$ cat src/cab_pkg.sv
`default_nettype none
package cab_pkg;

  localparam int unsigned DATA_W = 8;
  localparam int unsigned ADDR_W = 12;
  localparam int unsigned PC_W   = 21;
  localparam int unsigned BANK_W = 4;

  // Opcode fields
  localparam logic [7:0] JUMP_OPC    = 8'hEF;
  localparam logic [3:0] JUMP_W2_PFX = 4'hF;
  localparam logic [5:0] INC_OPC     = 6'h0A;
  localparam logic [5:0] RRNC_OPC    = 6'h10;
  localparam logic [6:0] ONES_OPC    = 7'h34;
  localparam logic [7:0] LSUB_OPC    = 8'h08;
  localparam logic [5:0] FSUB_OPC    = 6'h17;

  // Field positions
  localparam int unsigned DEST_BIT = 9;
  localparam int unsigned ACC_BIT  = 8;

  // Access bank split and indexed window
  localparam logic [7:0] ILO_MAX   = 8'h5F;
  localparam logic [7:0] ACC_SPLIT = 8'h60;
  localparam logic [3:0] SFR_PAGE  = 4'hF;
  localparam logic [3:0] LOW_PAGE  = 4'h0;

  // Reset values and fixed data
  localparam logic [7:0]  WREG_RST   = 8'h00;
  localparam logic [4:0]  STATUS_RST = 5'h00;
  localparam logic [20:0] PC_RST     = 21'h0_0000;
  localparam logic [7:0]  ONES       = 8'hFF;
  localparam logic [7:0]  ONE        = 8'h01;
  localparam logic [4:0]  FLAGS_ALL  = 5'h1F;
  localparam logic [4:0]  FLAGS_NZ   = 5'h14;
  localparam logic [4:0]  FLAGS_NONE = 5'h00;

  typedef enum logic [3:0] {
    Q1 = 4'h1,
    Q2 = 4'h2,
    Q3 = 4'h4,
    Q4 = 4'h8
  } cab_qtr_e;

  typedef enum logic [6:0] {
    OP_NONE  = 7'h01,
    OP_JUMP  = 7'h02,
    OP_INC   = 7'h04,
    OP_RRNC  = 7'h08,
    OP_ONES  = 7'h10,
    OP_LSUB  = 7'h20,
    OP_FSUB  = 7'h40
  } cab_op_e;

  typedef struct packed {
    logic n;
    logic ov;
    logic z;
    logic dc;
    logic c;
  } cab_flags_s;

  typedef struct packed {
    logic [7:0] value;
    cab_flags_s flags;
    cab_flags_s upd;
  } cab_alu_s;

  function automatic cab_op_e cab_decode(input logic [15:0] w);
    cab_op_e op;
    op = OP_NONE;
    if (w[15:8] == JUMP_OPC) op = OP_JUMP;
    else if (w[15:10] == INC_OPC) op = OP_INC;
    else if (w[15:10] == RRNC_OPC) op = OP_RRNC;
    else if (w[15:9] == ONES_OPC) op = OP_ONES;
    else if (w[15:8] == LSUB_OPC) op = OP_LSUB;
    else if (w[15:10] == FSUB_OPC) op = OP_FSUB;
    return op;
  endfunction

  function automatic logic cab_is_file_op(input cab_op_e op);
    return (op == OP_INC) || (op == OP_RRNC) || (op == OP_ONES) ||
           (op == OP_FSUB);
  endfunction

endpackage
`default_nettype wire

$ cat src/cab_alu.sv
`timescale 1ns/10ps
`default_nettype none
module cab_alu
  import cab_pkg::*;
(
  input  wire cab_op_e    op,
  input  wire logic [7:0] operand,
  input  wire logic [7:0] wreg,
  input  wire logic [7:0] literal,
  output cab_alu_s        res
);

  // Add with carry in; subtraction passes the inverted subtrahend
  function automatic cab_alu_s add8(input logic [7:0] a,
                                    input logic [7:0] b,
                                    input logic       cin);
    cab_alu_s   r;
    logic [8:0] sum;
    logic [4:0] low;
    sum = {1'b0, a} + {1'b0, b} + {8'h00, cin};
    low = {1'b0, a[3:0]} + {1'b0, b[3:0]} + {4'h0, cin};
    r.value    = sum[7:0];
    r.flags.c  = sum[8];
    r.flags.dc = low[4];
    r.flags.n  = sum[7];
    r.flags.z  = (sum[7:0] == 8'h00);
    r.flags.ov = (a[7] == b[7]) && (sum[7] != a[7]);
    r.upd      = FLAGS_ALL;
    return r;
  endfunction

  always_comb begin
    res = '0;
    case (op)
      OP_INC:   res = add8(operand, ONE, 1'b0);
      OP_FSUB:  res = add8(operand, ~wreg, 1'b1);
      OP_LSUB:  res = add8(literal, ~wreg, 1'b1);
      OP_RRNC: begin
        res.value   = {operand[0], operand[7:1]};
        res.flags.n = operand[0];
        res.flags.z = (operand == 8'h00);
        res.upd     = FLAGS_NZ;
      end
      OP_ONES: begin
        res.value = ONES;
        res.upd   = FLAGS_NONE;
      end
      default: res = '0;
    endcase
  end

endmodule // cab_alu
`default_nettype wire

$ cat src/cab_addr_map.sv
`timescale 1ns/10ps
`default_nettype none
module cab_addr_map
  import cab_pkg::*;
(
  input  wire logic [7:0]  file_addr,
  input  wire logic        access_sel,
  input  wire logic [3:0]  bank_select_reg,
  input  wire logic        ext_inst_en,
  input  wire logic [11:0] index_base,
  output logic [11:0]      phys_addr
);

  always_comb begin
    if (access_sel) begin
      phys_addr = {bank_select_reg, file_addr};
    end else if (ext_inst_en && (file_addr <= ILO_MAX)) begin
      phys_addr = index_base + {4'h0, file_addr};
    end else if (file_addr < ACC_SPLIT) begin
      phys_addr = {LOW_PAGE, file_addr};
    end else begin
      phys_addr = {SFR_PAGE, file_addr};
    end
  end

endmodule // cab_addr_map
`default_nettype wire

$ cat src/cab_top.sv
// Functional notes
// - Jump loads 20-bit literal into PC bits 20:1
// - Jump is two words, two cycles
// - Jump: low literal Q2, high and PC Q4
// - Destination bit: 0 accumulator, 1 file register
// - Access bit 0 quick bank, 1 bank select
// - Extended set, address up to 95: indexed offset
// - Increment register, update C DC N OV Z
// - Rotate right without carry, only N Z
// - Literal minus accumulator into accumulator
// - Register minus accumulator to chosen destination
// - Subtract carry set means no borrow
`timescale 1ns/10ps
`default_nettype none
module cab_top
  import cab_pkg::*;
(
  input  wire logic        sys_clk,
  input  wire logic        rstn,
  input  wire logic        instr_valid,
  input  wire logic [15:0] instr_word,
  input  wire logic        ext_inst_en,
  input  wire logic [3:0]  bank_select_reg,
  input  wire logic [11:0] index_base,
  input  wire logic [7:0]  rf_rdata,
  output cab_qtr_e         quarter,
  output logic [11:0]      rf_addr,
  output logic             rf_rd,
  output logic             rf_wr,
  output logic [7:0]       rf_wdata,
  output logic [7:0]       wreg,
  output cab_flags_s       status,
  output logic [20:0]      pc,
  output logic             pc_load,
  output logic             nop_cycle
);

  cab_op_e    op;
  logic [15:0] ir;
  logic [7:0]  lit_lo;
  logic [7:0]  operand;
  cab_alu_s    result;

  cab_qtr_e    next_quarter;
  cab_op_e     next_op;
  logic [15:0] next_ir;
  logic [7:0]  next_lit_lo;
  logic [7:0]  next_operand;
  cab_alu_s    next_result;
  logic [11:0] next_rf_addr;
  logic        next_rf_rd;
  logic        next_rf_wr;
  logic [7:0]  next_rf_wdata;
  logic [7:0]  next_wreg;
  cab_flags_s  next_status;
  logic [20:0] next_pc;
  logic        next_pc_load;
  logic        next_nop_cycle;

  cab_alu_s    alu_res;
  logic [11:0] map_addr;
  cab_op_e     dec_op;
  logic        w2_ok;
  logic        to_file;

  assign dec_op  = cab_decode(instr_word);
  assign w2_ok   = instr_valid && (instr_word[15:12] == JUMP_W2_PFX);
  assign to_file = (op == OP_ONES) ||
                   (cab_is_file_op(op) && ir[DEST_BIT]);

  cab_addr_map u_addr_map (
    .file_addr       (instr_word[7:0]),
    .access_sel      (instr_word[ACC_BIT]),
    .bank_select_reg (bank_select_reg),
    .ext_inst_en     (ext_inst_en),
    .index_base      (index_base),
    .phys_addr       (map_addr)
  );

  cab_alu u_alu (
    .op      (op),
    .operand (operand),
    .wreg    (wreg),
    .literal (ir[7:0]),
    .res     (alu_res)
  );

  always_comb begin
    next_quarter   = quarter;
    next_op        = op;
    next_ir        = ir;
    next_lit_lo    = lit_lo;
    next_operand   = operand;
    next_result    = result;
    next_rf_addr   = rf_addr;
    next_rf_rd     = 1'b0;
    next_rf_wr     = 1'b0;
    next_rf_wdata  = rf_wdata;
    next_wreg      = wreg;
    next_status    = status;
    next_pc        = pc;
    next_pc_load   = 1'b0;
    next_nop_cycle = nop_cycle;
    case (quarter)
      Q1: begin
        next_quarter = Q2;
        next_op      = OP_NONE;
        // Decode; the cycle after a jump does nothing
        if (!nop_cycle && instr_valid) begin
          next_ir = instr_word;
          next_op = dec_op;
          if (cab_is_file_op(dec_op)) begin
            next_rf_rd   = 1'b1;
            next_rf_addr = map_addr;
          end
        end
      end
      Q2: begin
        next_quarter = Q3;
        if (op == OP_JUMP) begin
          next_lit_lo = ir[7:0];
        end
        if (cab_is_file_op(op)) begin
          next_operand = rf_rdata;
        end
      end
      Q3: begin
        next_quarter = Q4;
        next_result  = alu_res;
        if (to_file) begin
          next_rf_wr    = 1'b1;
          next_rf_wdata = alu_res.value;
        end
      end
      Q4: begin
        next_quarter   = Q1;
        next_nop_cycle = 1'b0;
        if (op == OP_JUMP && w2_ok) begin
          next_pc        = {instr_word[11:0], lit_lo, 1'b0};
          next_pc_load   = 1'b1;
          next_nop_cycle = 1'b1;
        end
        if ((op == OP_LSUB) ||
            ((op != OP_ONES) && cab_is_file_op(op) && !ir[DEST_BIT])) begin
          next_wreg = result.value;
        end
        // Only flags marked by the operation change
        next_status = (status & ~result.upd) |
                      (result.flags & result.upd);
      end
      default: next_quarter = Q1;
    endcase
  end

  always_ff @(posedge sys_clk) begin
    if (!rstn) begin
      quarter   <= Q1;
      op        <= OP_NONE;
      ir        <= 16'h0000;
      lit_lo    <= 8'h00;
      operand   <= 8'h00;
      result    <= '0;
      rf_addr   <= 12'h000;
      rf_rd     <= 1'b0;
      rf_wr     <= 1'b0;
      rf_wdata  <= 8'h00;
      wreg      <= WREG_RST;
      status    <= STATUS_RST;
      pc        <= PC_RST;
      pc_load   <= 1'b0;
      nop_cycle <= 1'b0;
    end else begin
      quarter   <= next_quarter;
      op        <= next_op;
      ir        <= next_ir;
      lit_lo    <= next_lit_lo;
      operand   <= next_operand;
      result    <= next_result;
      rf_addr   <= next_rf_addr;
      rf_rd     <= next_rf_rd;
      rf_wr     <= next_rf_wr;
      rf_wdata  <= next_rf_wdata;
      wreg      <= next_wreg;
      status    <= next_status;
      pc        <= next_pc;
      pc_load   <= next_pc_load;
      nop_cycle <= next_nop_cycle;
    end
  end

  // Helper expectations for the checks below
  logic [11:0] w2_hi;
  logic [7:0]  rot_exp;
  logic [7:0]  inc_exp;
  logic [7:0]  lsub_exp;
  logic [7:0]  fsub_exp;
  logic        nob_exp;
  logic        take_file;
  assign w2_hi     = instr_word[11:0];
  assign rot_exp   = {operand[0], operand[7:1]};
  assign inc_exp   = operand + ONE;
  assign lsub_exp  = ir[7:0] - wreg;
  assign fsub_exp  = operand - wreg;
  assign nob_exp   = (operand >= wreg);
  assign take_file = (quarter == Q1) && !nop_cycle && instr_valid &&
                     cab_is_file_op(dec_op);
endmodule // cab_top
`default_nettype wire

$ cat config.mk
export PLATFORM = sky130hd
export DESIGN_NAME = cab_top
export DESIGN_NICKNAME = d
export VERILOG_FILES = /design/src/cab_pkg.sv /design/src/cab_alu.sv /design/src/cab_addr_map.sv /design/src/cab_top.sv
export SDC_FILE = /design/constraint.sdc
export NUM_CORES = 1
export LEC_CHECK = 0
export BUFFER_PORTS_ARGS = -buffer_cell sky130_fd_sc_hd__buf_4
export CAP_MARGIN = 20
export CORE_MARGIN = 4
export CORE_UTILIZATION = 30
export CTS_BUF_LIST = sky130_fd_sc_hd__clkbuf_4 sky130_fd_sc_hd__clkbuf_8
export DETAILED_ROUTE_END_ITERATION = 8
export GPL_TIMING_DRIVEN = 0
export MAX_ROUTING_LAYER = met4
export PLACE_DENSITY_LB_ADDON = 0.15
export SYNTH_ARGS = -nofsm -noshare
export SYNTH_HDL_FRONTEND = slang
export SYNTH_SLANG_ARGS = --single-unit
$ cat constraint.sdc
create_clock -name sys_clk -period 2.9 [get_ports sys_clk]
set_input_delay 0.145 -clock sys_clk [delete_from_list [all_inputs] [get_ports sys_clk]]
set_output_delay 0.145 -clock sys_clk [all_outputs]
set_load 0.01 [all_outputs]
# Yosys cells after proc, flatten, opt, wreduce, memory -nomap -nowiden
# Cells that the tools add are included.
[classes]
n_addsub = 11
magnitude_cmp = 2
eq_ne = 27
muxes = 20
n_bitwise = 6
reduce_logical = 35
[ops]
columns = ["operator", "count"]
rows = [
  ["7-bit 2-to-1 mux", 7],
  ["8-bit one-hot mux with 5 select lines", 1],
  ["12-bit 2-to-1 mux", 3],
  ["8-bit logical NOT", 4],
  ["8-bit by 8-bit adder with 9-bit output", 2],
  ["9-bit by 1-bit adder with 9-bit output (second input constant)", 2],
  ["2-bit AND reduction", 8],
  ["7-bit by 3-bit equality test with 1-bit output (second input constant)", 2],
  ["7-bit by 4-bit equality test with 1-bit output (second input constant)", 2],
  ["7-bit by 5-bit equality test with 1-bit output (second input constant)", 2],
  ["7-bit by 6-bit equality test with 1-bit output (second input constant)", 2],
  ["7-bit equality test (second input constant)", 2],
  ["12-bit by 8-bit adder with 12-bit output", 1],
  ["6-bit by 5-bit equality test with 1-bit output (second input constant)", 2],
  ["4-bit one-hot mux with 3 select lines", 1],
  ["4-bit by 4-bit adder with 5-bit output", 2],
  ["5-bit by 1-bit adder with 5-bit output (second input constant)", 2],
  ["5-bit bitwise AND", 2],
  ["1-bit logical AND", 10],
  ["5-bit one-hot mux with 2 select lines", 1],
  ["8-bit by 1-bit adder with 9-bit output (second input constant)", 1],
  ["4-bit equality test (second input constant)", 2],
  ["8-bit by 4-bit equality test with 1-bit output (second input constant)", 1],
  ["8-bit equality test (second input constant)", 1],
  ["other kinds (23)", 38],
]
[word_totals]
ff_bits = 112
in_bits = 44
output_inout_bits = 62

# Logic depth before layout (Yosys ltp)
# Gate-level depths: netlist of the first run.
[depth]
depth_word = 12
depth_mapped = 11
ltp_nobuf = 11

# Hierarchy
# A second synthesis of the first run with hierarchy kept.
[unflattened]
cells_unflattened = 825
area_unflattened_um2 = 6620.1
[modules_own_cells]
columns = ["mod", "instances", "cells_each", "area_each_um2"]
rows = [
  ["cab_top", 1, 537, 4613.2],
  ["cab_alu", 1, 192, 1370.1],
  ["cab_addr_map", 1, 96, 636.9],
]

# Worst setup path before layout of the first run
# No wires, ideal clock.
[synth_timing]
path_kind = "register to register"
from = "reg operand[0]"
to = "reg result[7] in the netlist's numbering"
setup_ns = 0.074
arrival_time_ns = 2.560
required_time_ns = 2.826
path_slack_ns = 0.266
stages_incl_launch_ff = 11
path_buffers = 0
synth_period_minus_slack_ns = 2.634
cell_sequence = "dfxtp_1 -> inv_1 -> ha_1 -> inv_1 -> fa_1 -> a211oi_1 -> nor2_1 -> xor2_1 -> or4_1 -> or4_1 -> o21ai_0"
[synth_via]
elab_chain_cells = 4
[synth_lines]
columns = ["element", "line_no", "rtl"]
rows = [
  ["start, declared", "cab_top.sv:41", "logic [7:0] operand;"],
  ["start signal, assigned", "cab_top.sv:177", "operand <= next_operand;"],
  ["8-bit by 8-bit adder with 9-bit output", "cab_alu.sv:20", "sum = {1'b0, a} + {1'b0, b} + {8'h00, cin};"],
  ["9-bit by 1-bit adder with 9-bit output", "cab_alu.sv:20", ""],
  ["8-bit logical NOT", "cab_alu.sv:26", "r.flags.z = (sum[7:0] == 8'h00);"],
  ["1-bit one-hot mux with 4 select lines (*)", "cab_alu.sv:34", "case (op)"],
  ["end signal, assigned", "cab_top.sv:178", "result <= next_result;"],
  ["end, declared", "cab_top.sv:42", "cab_alu_s result;"],
]
# Every way passes the cells marked *; elsewhere a longest branch is shown, timed or not.
# A chain may end at the register's enable or synchronous reset.

# Worst setup path after layout of the first run
# Ends and elaborated chain as after synthesis.

==> results.sh, run 1 <==
export IMPL_dp_hpwl_microns=15000
export IMPL_worstPathRequired_ns=3.20
export IMPL_yosys_area_share_adder_pct=7.02
export IMPL_numCtsBuffers=9
export IMPL_routed_wl_microns=19200
export IMPL_syn_area_per_cell_sq_um=8.06
export IMPL_crit_arrival_ns=3.07
export IMPL_cts_sinks=108
export IMPL_drc=0
export IMPL_synth_xor_area_share_pct=3.59
export IMPL_die_w_microns=148
export IMPL_rrSetupSlack_ns=0.13
export IMPL_critPathLaunchType="register"
export IMPL_diodes=0
export IMPL_synth_cell_types=66
export IMPL_crit_fanout=5
export IMPL_path_clk_slew_ns=0.10
export IMPL_die_h_microns=148
export IMPL_synth_edf_count=0
export IMPL_final_common_cell="buf_4"
export IMPL_routed_via_density=5.08
export IMPL_core_sq_um=19000
export IMPL_period_minus_slack_ns=2.77
export IMPL_p_leak_nw=2.75
export IMPL_setup_violations_final=0
export IMPL_synthesis_nets=801
export IMPL_grt_overflow=0
export IMPL_vdd_ir_drop_max_v=0.000280
export IMPL_clk_path_buf_depth=2
export IMPL_clkLatencyLatePin_ns=0.39
export IMPL_htreeDepth=3
export IMPL_first_pass_iters=5
export IMPL_drv_slew=0
export IMPL_yosys_top_cells_area="dfxtp_1, nand2_1, a21oi_1"
export IMPL_port_buffers=102
export IMPL_root_buffer="clkbuf_8"
export IMPL_final_nets=926
export IMPL_powerDensity_nw_per_um2=402
export IMPL_rsz0062_at_grt="false"
export IMPL_synth_top_cell_by_area="dfxtp_1"
export IMPL_hold_class="in2reg"
export IMPL_tightest_slew_ns=0.797
export IMPL_io_pins=106
export IMPL_grt_max_degree=17
export IMPL_synth_top_family_by_area="simple AND/OR/NAND/NOR gates"
export IMPL_ys_seq_area_share_pct=37.0
export IMPL_synth_compound_area_share_pct=20.8
export IMPL_finalPower_mw=2.90
export IMPL_first_iter_violations=358
export IMPL_status="complete, no violations"
export IMPL_ant_nets=0
export IMPL_post_synth_top_area_fraction_pct=37.0
export IMPL_finClkSkew_ns=0.0105
export IMPL_final_hold_viol_count=0
export IMPL_final_cells=1113
export IMPL_fmax_ghz=0.362
export IMPL_grt_pass1_wl_microns=30000
export IMPL_area_growth_pct=23.5
export IMPL_post_route_period_util_pct=95.4
export IMPL_synth_cells=726
export IMPL_final_cell_mix="buf_4, nand2_1, dfxtp_1"
export IMPL_async_reset_ff_share_pct=0
export IMPL_first_global_vias=5396
export IMPL_die_area_sq_um=21800
export IMPL_ys_flop_type="dfxtp_1"
export IMPL_place_inst=1088
export IMPL_synth_mux_area_share_pct=3.59
export IMPL_start_util_pct=30.9
export IMPL_row_count=50
export IMPL_ys_warn_count=0
export IMPL_vias=5649
export IMPL_setup_worst_path_end_class="register"
export IMPL_synth_simple_gate_area_share_pct=23.6
export IMPL_drv_cap=0
export IMPL_crit_type="reg2reg"
export IMPL_antenna_found_initial=0
export IMPL_synth_area_sq_um=5850
export IMPL_whs_ns=0.0288
export IMPL_layout_drive_gt1_share_pct=16.8
export IMPL_track_usage_pct=17.9
export IMPL_place_gp_congestion=0.936
export IMPL_timing_slew_headroom_pct=46.9
export IMPL_cts_tree="yes"
export IMPL_avgRoutedWirePerCell_microns=17.2
export IMPL_ys_ff_latch=108
==> logic make-up (layout without fill, tap and decap cells) <==
kind of cell / Yosys count / after routing
muxes: 21 / 21
DFF: 108 / 108
AOI/OAI and AO/OA: 196 / 196
adders and majority gates: 31 / 31
other: 1 / 1
buffers and inverters: 63 / 190
xor gates and xnor gates: 24 / 24
and+or+nand+nor: 282 / 282
==> per-stage QoR <==
stage               TNS (ns)  util, %  area, sq um  setup WS [ns]
floorplan                  0        -         5850          0.266
global route               0     38.1         7220         0.0122
finish                     0     38.1         7220          0.134
detailed placement    -0.140     36.6         6940         -0.140
CTS                        0     37.9         7190        0.00678
global placement      -0.171     36.6         6940         -0.171
==> power breakdown <==
| part | switching, mW | internal, mW | total, mW |
|---|---|---|---|
| Clock | 0.528 | 0.325 | 0.853 |
| Sequential | 0.0376 | 1.51 | 1.55 |
| Combinational | 0.297 | 0.205 | 0.502 |
| Total | 0.862 | 2.04 | 2.90 |
==> registers in the layout, indices dropped and copies added, names as in the netlist, 4 cells and up, named ones only <==
signal,cells
rf_wdata,8
result,15
operand,8
lit_lo,8
op,7
ir,9
pc,20
wreg,8
rf_addr,12
quarter,4
==> synthesized netlist by cell type (all sizes together), types with 9 or more instances <==
library cell  number
nand3b             9
inv               24
xnor2             12
a221oi             9
dfxtp            108
o21ai             32
a211oi            17
nor2              75
a21oi             77
clkbuf            30
nand3             16
xor2              12
mux2i             21
and2               9
nor3              16
nor2b             10
nand2            106
a31oi             11
ha                28
buf                9
==> worst paths after layout <==
| kind | from | to | depth (start not counted) |
|---|---|---|---|
| max reg2reg | operand[0]$_SDFFE_PN0P_ | result[7]$_SDFFE_PN0P_ | 10 |
| max | operand[0]$_SDFFE_PN0P_ | result[7]$_SDFFE_PN0P_ | 10 |
| min | instr_word[1] | ir[1]$_SDFFE_PN0P_ | 3 |
| min reg2reg | pc[17]$_SDFFE_PN0P_ | pc[17]$_SDFFE_PN0P_ | 2 |
==> layer usage <==
metal	routed length [microns]	GRT usage [%]	up-vias	share of wire [%]
li1	-	-	2849	-
met1	9270	24.3	2640	48
met2	8700	27.7	140	45
met3	865	3.03	20	4.5
met4	338	4.71	0	1.8
met5	0	-	-	0
==> worst max-delay path, cell delays in order (launching register included) <==
cell and delay (ns):
dfxtp_2 0.36, inv_2 0.11, ha_2 0.20, inv_1 0.05
fa_2 0.37, a211oi_2 0.26, nor2_1 0.11, xor2_1 0.17
or4_1 0.50, or4_1 0.45, o21ai_0 0.12
==> what timing repair did <==
action                                 CTS  global route
pin swaps                                0             1
endpoints found under the hold margin    8             0
hold buffers                             8             0
setup endpoints to repair                1             1
resized for setup                        2             4
setup buffers                            0             3
==> area by class of cell <==
type | count | area (sq um)
fillers | 2036 | 11700
well taps | 260 | 325
inverters | 24 | 90.1
flip-flops and latches | 108 | 2160
repair buffers | 114 | 873
clock inverters | 3 | 23.8
multi-input cells | 555 | 3440
plain buffers | 39 | 161
clock buffers | 10 | 138
Power figures use the tool's default switching activity.
==> inputs of run 2 (changes only) <==
--- a/config.mk
+++ b/config.mk
@@ -7,7 +7,7 @@
 export LEC_CHECK = 0
 export BUFFER_PORTS_ARGS = -buffer_cell sky130_fd_sc_hd__buf_4
 export CAP_MARGIN = 20
-export CORE_MARGIN = 4
+export CORE_MARGIN = 1.5
 export CORE_UTILIZATION = 30
 export CTS_BUF_LIST = sky130_fd_sc_hd__clkbuf_4 sky130_fd_sc_hd__clkbuf_8
 export DETAILED_ROUTE_END_ITERATION = 8
==> run 2 against run 1 <==
Final area increased by 1.1%. Via count increased by 0.51%. Cell count increased by 0.72%. Maximum frequency decreased by 0.44%. Sequential share of layout area decreased by 0.34 points. Non-clock buffer count increased by 5.
==> results.sh, run 2 (same netlist as run 1, synthesis figures left out) <==
export IMPL_place_area_sq_um=6940
export IMPL_p_leak_nw=2.80
export IMPL_combinationalPowerShare_pct=16.6
export IMPL_ant_nets=0
export IMPL_final_area_sq_um=7300
export IMPL_die_h_microns=143
export IMPL_start_util_pct=31.0
export IMPL_die_w_microns=143
export IMPL_routed_via_density=5.07
export IMPL_final_nets=931
export IMPL_vias=5678
export IMPL_area_growth_pct=24.9
export IMPL_final_hold_viol_count=0
export IMPL_drv_cap=0
export IMPL_place_gp_congestion=0.924
export IMPL_dpl_worst_slack_ns=-0.164
export IMPL_period_minus_slack_ns=2.78
export IMPL_dp_hpwl_microns=14700
export IMPL_finalSetupTns_ns=0
export IMPL_setup_worst_path_end_class="register"
export IMPL_p_seq_share_pct=51.1
export IMPL_numCtsBuffers=9
export IMPL_reg_top3="pc x20, result x15, rf_addr x12"
export IMPL_setup_violations_final=0
export IMPL_drc=0
export IMPL_fmax_ghz=0.360
export IMPL_path_clk_slew_ns=0.10
export IMPL_finalPower_mw=3.03
export IMPL_port_buffers=102
export IMPL_crit_fanout=5
export IMPL_finClkSkew_ns=0.0120
export IMPL_first_global_vias=5493
export IMPL_worstPathRequired_ns=3.21
export IMPL_avgRoutedWirePerCell_microns=16.8
export IMPL_worst_slack_ns=0.122
export IMPL_critPathLaunchType="register"
export IMPL_p_clk_share_pct=32.3
export IMPL_crit_type="reg2reg"
export IMPL_diodes=0
export IMPL_final_common_cell="buf_4"
export IMPL_power_switching_mw=0.892
export IMPL_core_sq_um=18900
export IMPL_internal_power_mw=2.14
export IMPL_htreeDepth=3
export IMPL_grt_pass1_wl_microns=29600
export IMPL_tightest_slew_ns=0.799
export IMPL_clk_path_buf_depth=2
export IMPL_routed_wl_microns=18800
export IMPL_crit_arrival_ns=3.09
export IMPL_cts_tree="yes"
export IMPL_grt_max_degree=19
export IMPL_antenna_found_initial=0
export IMPL_largest_reg_flops=20
export IMPL_row_count=50
export IMPL_top_register="pc"
export IMPL_clkLatencyLatePin_ns=0.40
export IMPL_hold_class="in2reg"
export IMPL_first_pass_iters=5
export IMPL_track_usage_pct=19.5
export IMPL_cts_sinks=108
export IMPL_timing_slew_headroom_pct=46.7
export IMPL_root_buffer="clkbuf_8"
export IMPL_vdd_ir_drop_max_v=0.000272
export IMPL_final_cell_mix="buf_4, nand2_1, dfxtp_1"
export IMPL_status="complete, no violations"
export IMPL_io_pins=106
export IMPL_grt_overflow=0
export IMPL_p_sw_share_pct=29.4
export IMPL_whs_ns=0.0210
export IMPL_layout_drive_gt1_share_pct=17.0
export IMPL_first_iter_violations=355
export IMPL_powerDensity_nw_per_um2=415
export IMPL_die_area_sq_um=20300
export IMPL_post_route_period_util_pct=95.8
export IMPL_drv_slew=0
## run 2: layout make-up
class,count,area (sq um)
tap,260,325
timing repair buffer,119,918
fill,2079,11600
multi-input combinational,555,3440
clock inverter,6,72.6
inverter,24,90.1
clock buffer,10,131
buffer,39,161
sequential,108,2160
## run 2: power groups by stage
stage | clock [mW] | sequential [mW] | combinational (mW)
6_report | 0.978 | 1.55 | 0.504
3_3_place_gp | 0 | 1.58 | 0.491
5_1_grt | 1.06 | 1.56 | 0.563
2_1_floorplan | 0 | 1.57 | 0.310
3_5_place_dp | 0 | 1.58 | 0.489
4_1_cts | 1.02 | 1.55 | 0.503
## run 2: final timing paths
path | slack [ns] | startpoint | endpoint | depth (start not counted)
worst max register to register | 0.12 | operand[0]$_SDFFE_PN0P_ | result[7]$_SDFFE_PN0P_ | 10
worst max-delay path | 0.12 | operand[0]$_SDFFE_PN0P_ | result[7]$_SDFFE_PN0P_ | 10
worst min-delay path | 0.02 | instr_word[0] | ir[0]$_SDFFE_PN0P_ | 3
worst min register to register | 0.46 | rf_addr[9]$_SDFFE_PN0P_ | rf_addr[9]$_SDFFE_PN0P_ | 2
## run 2: per-stage QoR
stage	std cells	utilization (%)
after global placement	1088	36.7
after floorplan	726	-
after detailed placement	1088	36.7
final	1121	38.7
after CTS	1116	38.5
after global routing	1121	38.7
## run 2: routing by layer
metal | vias up | part of all wire [%] | track usage (%)
met3 | 28 | 4.2 | 3.19
li1 | 2862 | - | -
met2 | 149 | 46 | 30.6
met1 | 2639 | 48 | 25.6
met5 | - | 0 | -
met4 | 0 | 2.3 | 6.62
## run 2: worst max-delay path, cell delays in order (launching register included)
cell	delay (ns)
dfxtp_2	0.37
inv_2	0.11
ha_1	0.19
inv_1	0.05
fa_1	0.42
a211oi_2	0.23
nor2_1	0.10
xor2_1	0.16
or4_1	0.51
or4_1	0.43
o21ai_0	0.11
## run 2: what timing repair did
item                                    in CTS  in global routing
hold endpoints to repair                    13                  0
resized for setup                            2                  2
setup buffers                                1                  4
endpoints found under the setup margin       1                  1
hold buffers                                11                  0
pin swaps                                    1                  1
==> inputs of run 3 (changes only) <==
--- a/config.mk
+++ b/config.mk
@@ -14,6 +14,7 @@
 export GPL_TIMING_DRIVEN = 0
 export MAX_ROUTING_LAYER = met4
 export PLACE_DENSITY_LB_ADDON = 0.15
+export RECOVER_POWER = 100
 export SYNTH_ARGS = -nofsm -noshare
 export SYNTH_HDL_FRONTEND = slang
 export SYNTH_SLANG_ARGS = --single-unit
==> run 3 against run 2 <==
Sequential share of layout area up 1.0 points. Non-clock buffer count unchanged. Register-to-register slack about the same. Critical path depth unchanged. First-iteration DRC count down 10%. Final area down 3.3%. Worst hold slack about the same. Global-route usage unchanged. Clock-buffer cell count unchanged. Largest cell class unchanged. Largest power group unchanged.
==> results.sh, run 3 (same netlist as run 1, synthesis figures left out) <==
export IMPL_reg_top3="pc x20, result x15, rf_addr x12"
export IMPL_dp_hpwl_microns=14700
export IMPL_row_count=50
export IMPL_period_minus_slack_ns=2.78
export IMPL_tightest_slew_ns=0.867
export IMPL_vdd_ir_drop_max_v=0.000242
export IMPL_cts_sinks=108
export IMPL_finalPower_mw=3.02
export IMPL_worst_slack_ns=0.125
export IMPL_io_pins=106
export IMPL_crit_fanout=5
export IMPL_cts_tree="yes"
export IMPL_setup_worst_path_end_class="register"
export IMPL_clk_path_buf_depth=2
export IMPL_critPathLaunchType="register"
export IMPL_avgRoutedWirePerCell_microns=16.8
export IMPL_drv_cap=0
export IMPL_setup_violations_final=0
export IMPL_root_buffer="clkbuf_8"
export IMPL_diodes=0
export IMPL_numCtsBuffers=9
export IMPL_top_register="pc"
export IMPL_area_growth_pct=20.7
export IMPL_final_nets=931
export IMPL_p_leak_nw=2.52
export IMPL_die_h_microns=143
export IMPL_htreeDepth=3
export IMPL_place_gp_congestion=0.924
export IMPL_timing_slew_headroom_pct=41.4
export IMPL_combinationalPowerShare_pct=16.3
export IMPL_final_cell_mix="nand2_1, dfxtp_1, clkbuf_1"
export IMPL_p_clk_share_pct=32.4
export IMPL_die_w_microns=143
export IMPL_port_buffers=102
export IMPL_largest_reg_flops=20
export IMPL_place_inst=1088
export IMPL_final_hold_viol_count=0
export IMPL_hold_class="in2reg"
export IMPL_track_usage_pct=19.5
export IMPL_first_pass_iters=5
export IMPL_clkLatencyLatePin_ns=0.40
export IMPL_fillers=2132
export IMPL_drv_slew=0
export IMPL_status="complete, no violations"
export IMPL_utilization_pct=37.4
export IMPL_grt_max_degree=19
export IMPL_worstPathRequired_ns=3.21
export IMPL_fmax_ghz=0.360
export IMPL_first_global_vias=5493
export IMPL_ant_nets=0
export IMPL_grt_overflow=0
export IMPL_antenna_found_initial=0
export IMPL_p_seq_share_pct=51.3
export IMPL_start_util_pct=31.0
export IMPL_crit_arrival_ns=3.08
export IMPL_vias=5686
export IMPL_path_clk_slew_ns=0.11
export IMPL_grt_pass1_wl_microns=29600
export IMPL_powerDensity_nw_per_um2=427
export IMPL_post_route_period_util_pct=95.7
export IMPL_die_area_sq_um=20300
export IMPL_p_sw_share_pct=29.4
export IMPL_layout_drive_gt1_share_pct=9.18
export IMPL_dpl_worst_slack_ns=-0.164
export IMPL_rsz0062_at_grt="false"
export IMPL_drc=0
export IMPL_final_cells=1121
export IMPL_routed_wl_microns=18800
export IMPL_first_iter_violations=319
export IMPL_power_switching_mw=0.887
export IMPL_crit_type="reg2reg"
export IMPL_internal_power_mw=2.13
export IMPL_routed_via_density=5.07
export IMPL_core_sq_um=18900
export IMPL_finClkSkew_ns=0.00813
## run 3: cell count changes in the layout (fill, tap and decap cells not counted), sizes merged
cell | previous run | this run
buf | 116 | 49
clkbuf | 41 | 108
## run 3: cell type report
class                           count  area (sq um)  area share (%)
Clock inverter                      6          72.6            1.03
Timing Repair Buffer              119           688            9.75
Inverter                           24          90.1            1.28
Sequential cell                   108          2160            30.7
Tap cell                          260           325            4.61
Buffer                             39           158            2.23
Multi-Input combinational cell    555          3430            48.6
Clock buffer                       10           131            1.86
## run 3: critical path, stage by stage, from the launching register on
cell and delay, ns:
dfxtp_2 0.37, inv_2 0.11, ha_1 0.19, inv_1 0.06, fa_1 0.42, a211oi_2 0.22, nor2_1 0.10, xor2_1 0.16
or4_1 0.51, or4_1 0.43, o21ai_0 0.12
## run 3: stage by stage
stage / cell area, sq um / setup TNS, ns / hold WS, ns
detailed placement: 6940 / -0.164 / 0.385
global placement: 6940 / -0.173 / 0.378
finish: 7060 / 0 / 0.0212
floorplan: 5850 / 0 / 0.281
global route: 7060 / 0 / 0.0142
CTS: 7270 / 0 / 0.00510
## run 3: metal layers
layer	track usage (%)	part of all wire, %
met4	6.62	2.3
met2	30.6	46
met5	-	0
met3	3.19	4.0
met1	25.6	48
## run 3: path summary, 6_finish.rpt
path,endpoint,cells past startpoint,slack [ns],start
min,ir[0]$_SDFFE_PN0P_,3,0.02,instr_word[0]
max reg2reg,result[7]$_SDFFE_PN0P_,10,0.12,operand[0]$_SDFFE_PN0P_
max,result[7]$_SDFFE_PN0P_,10,0.12,operand[0]$_SDFFE_PN0P_
min reg2reg,pc[17]$_SDFFE_PN0P_,2,0.46,pc[17]$_SDFFE_PN0P_
## run 3: repair_timing
action | 4_1_cts | 5_1_grt
gates cloned | 0 | 0
setup endpoints to repair | 1 | 1
gates resized for setup | 2 | 2
pin swaps | 1 | 1
endpoints found under the hold margin | 13 | 0
hold buffers | 11 | 0
buffers inserted | 1 | 4
## run 3: power groups by stage
stage	clock [mW]	sequential (mW)	combinational (mW)
4_1_cts	1.02	1.55	0.503
3_3_place_gp	0	1.58	0.491
3_5_place_dp	0	1.58	0.489
6_report	0.976	1.55	0.492
5_1_grt	1.06	1.55	0.553
2_1_floorplan	0	1.57	0.310
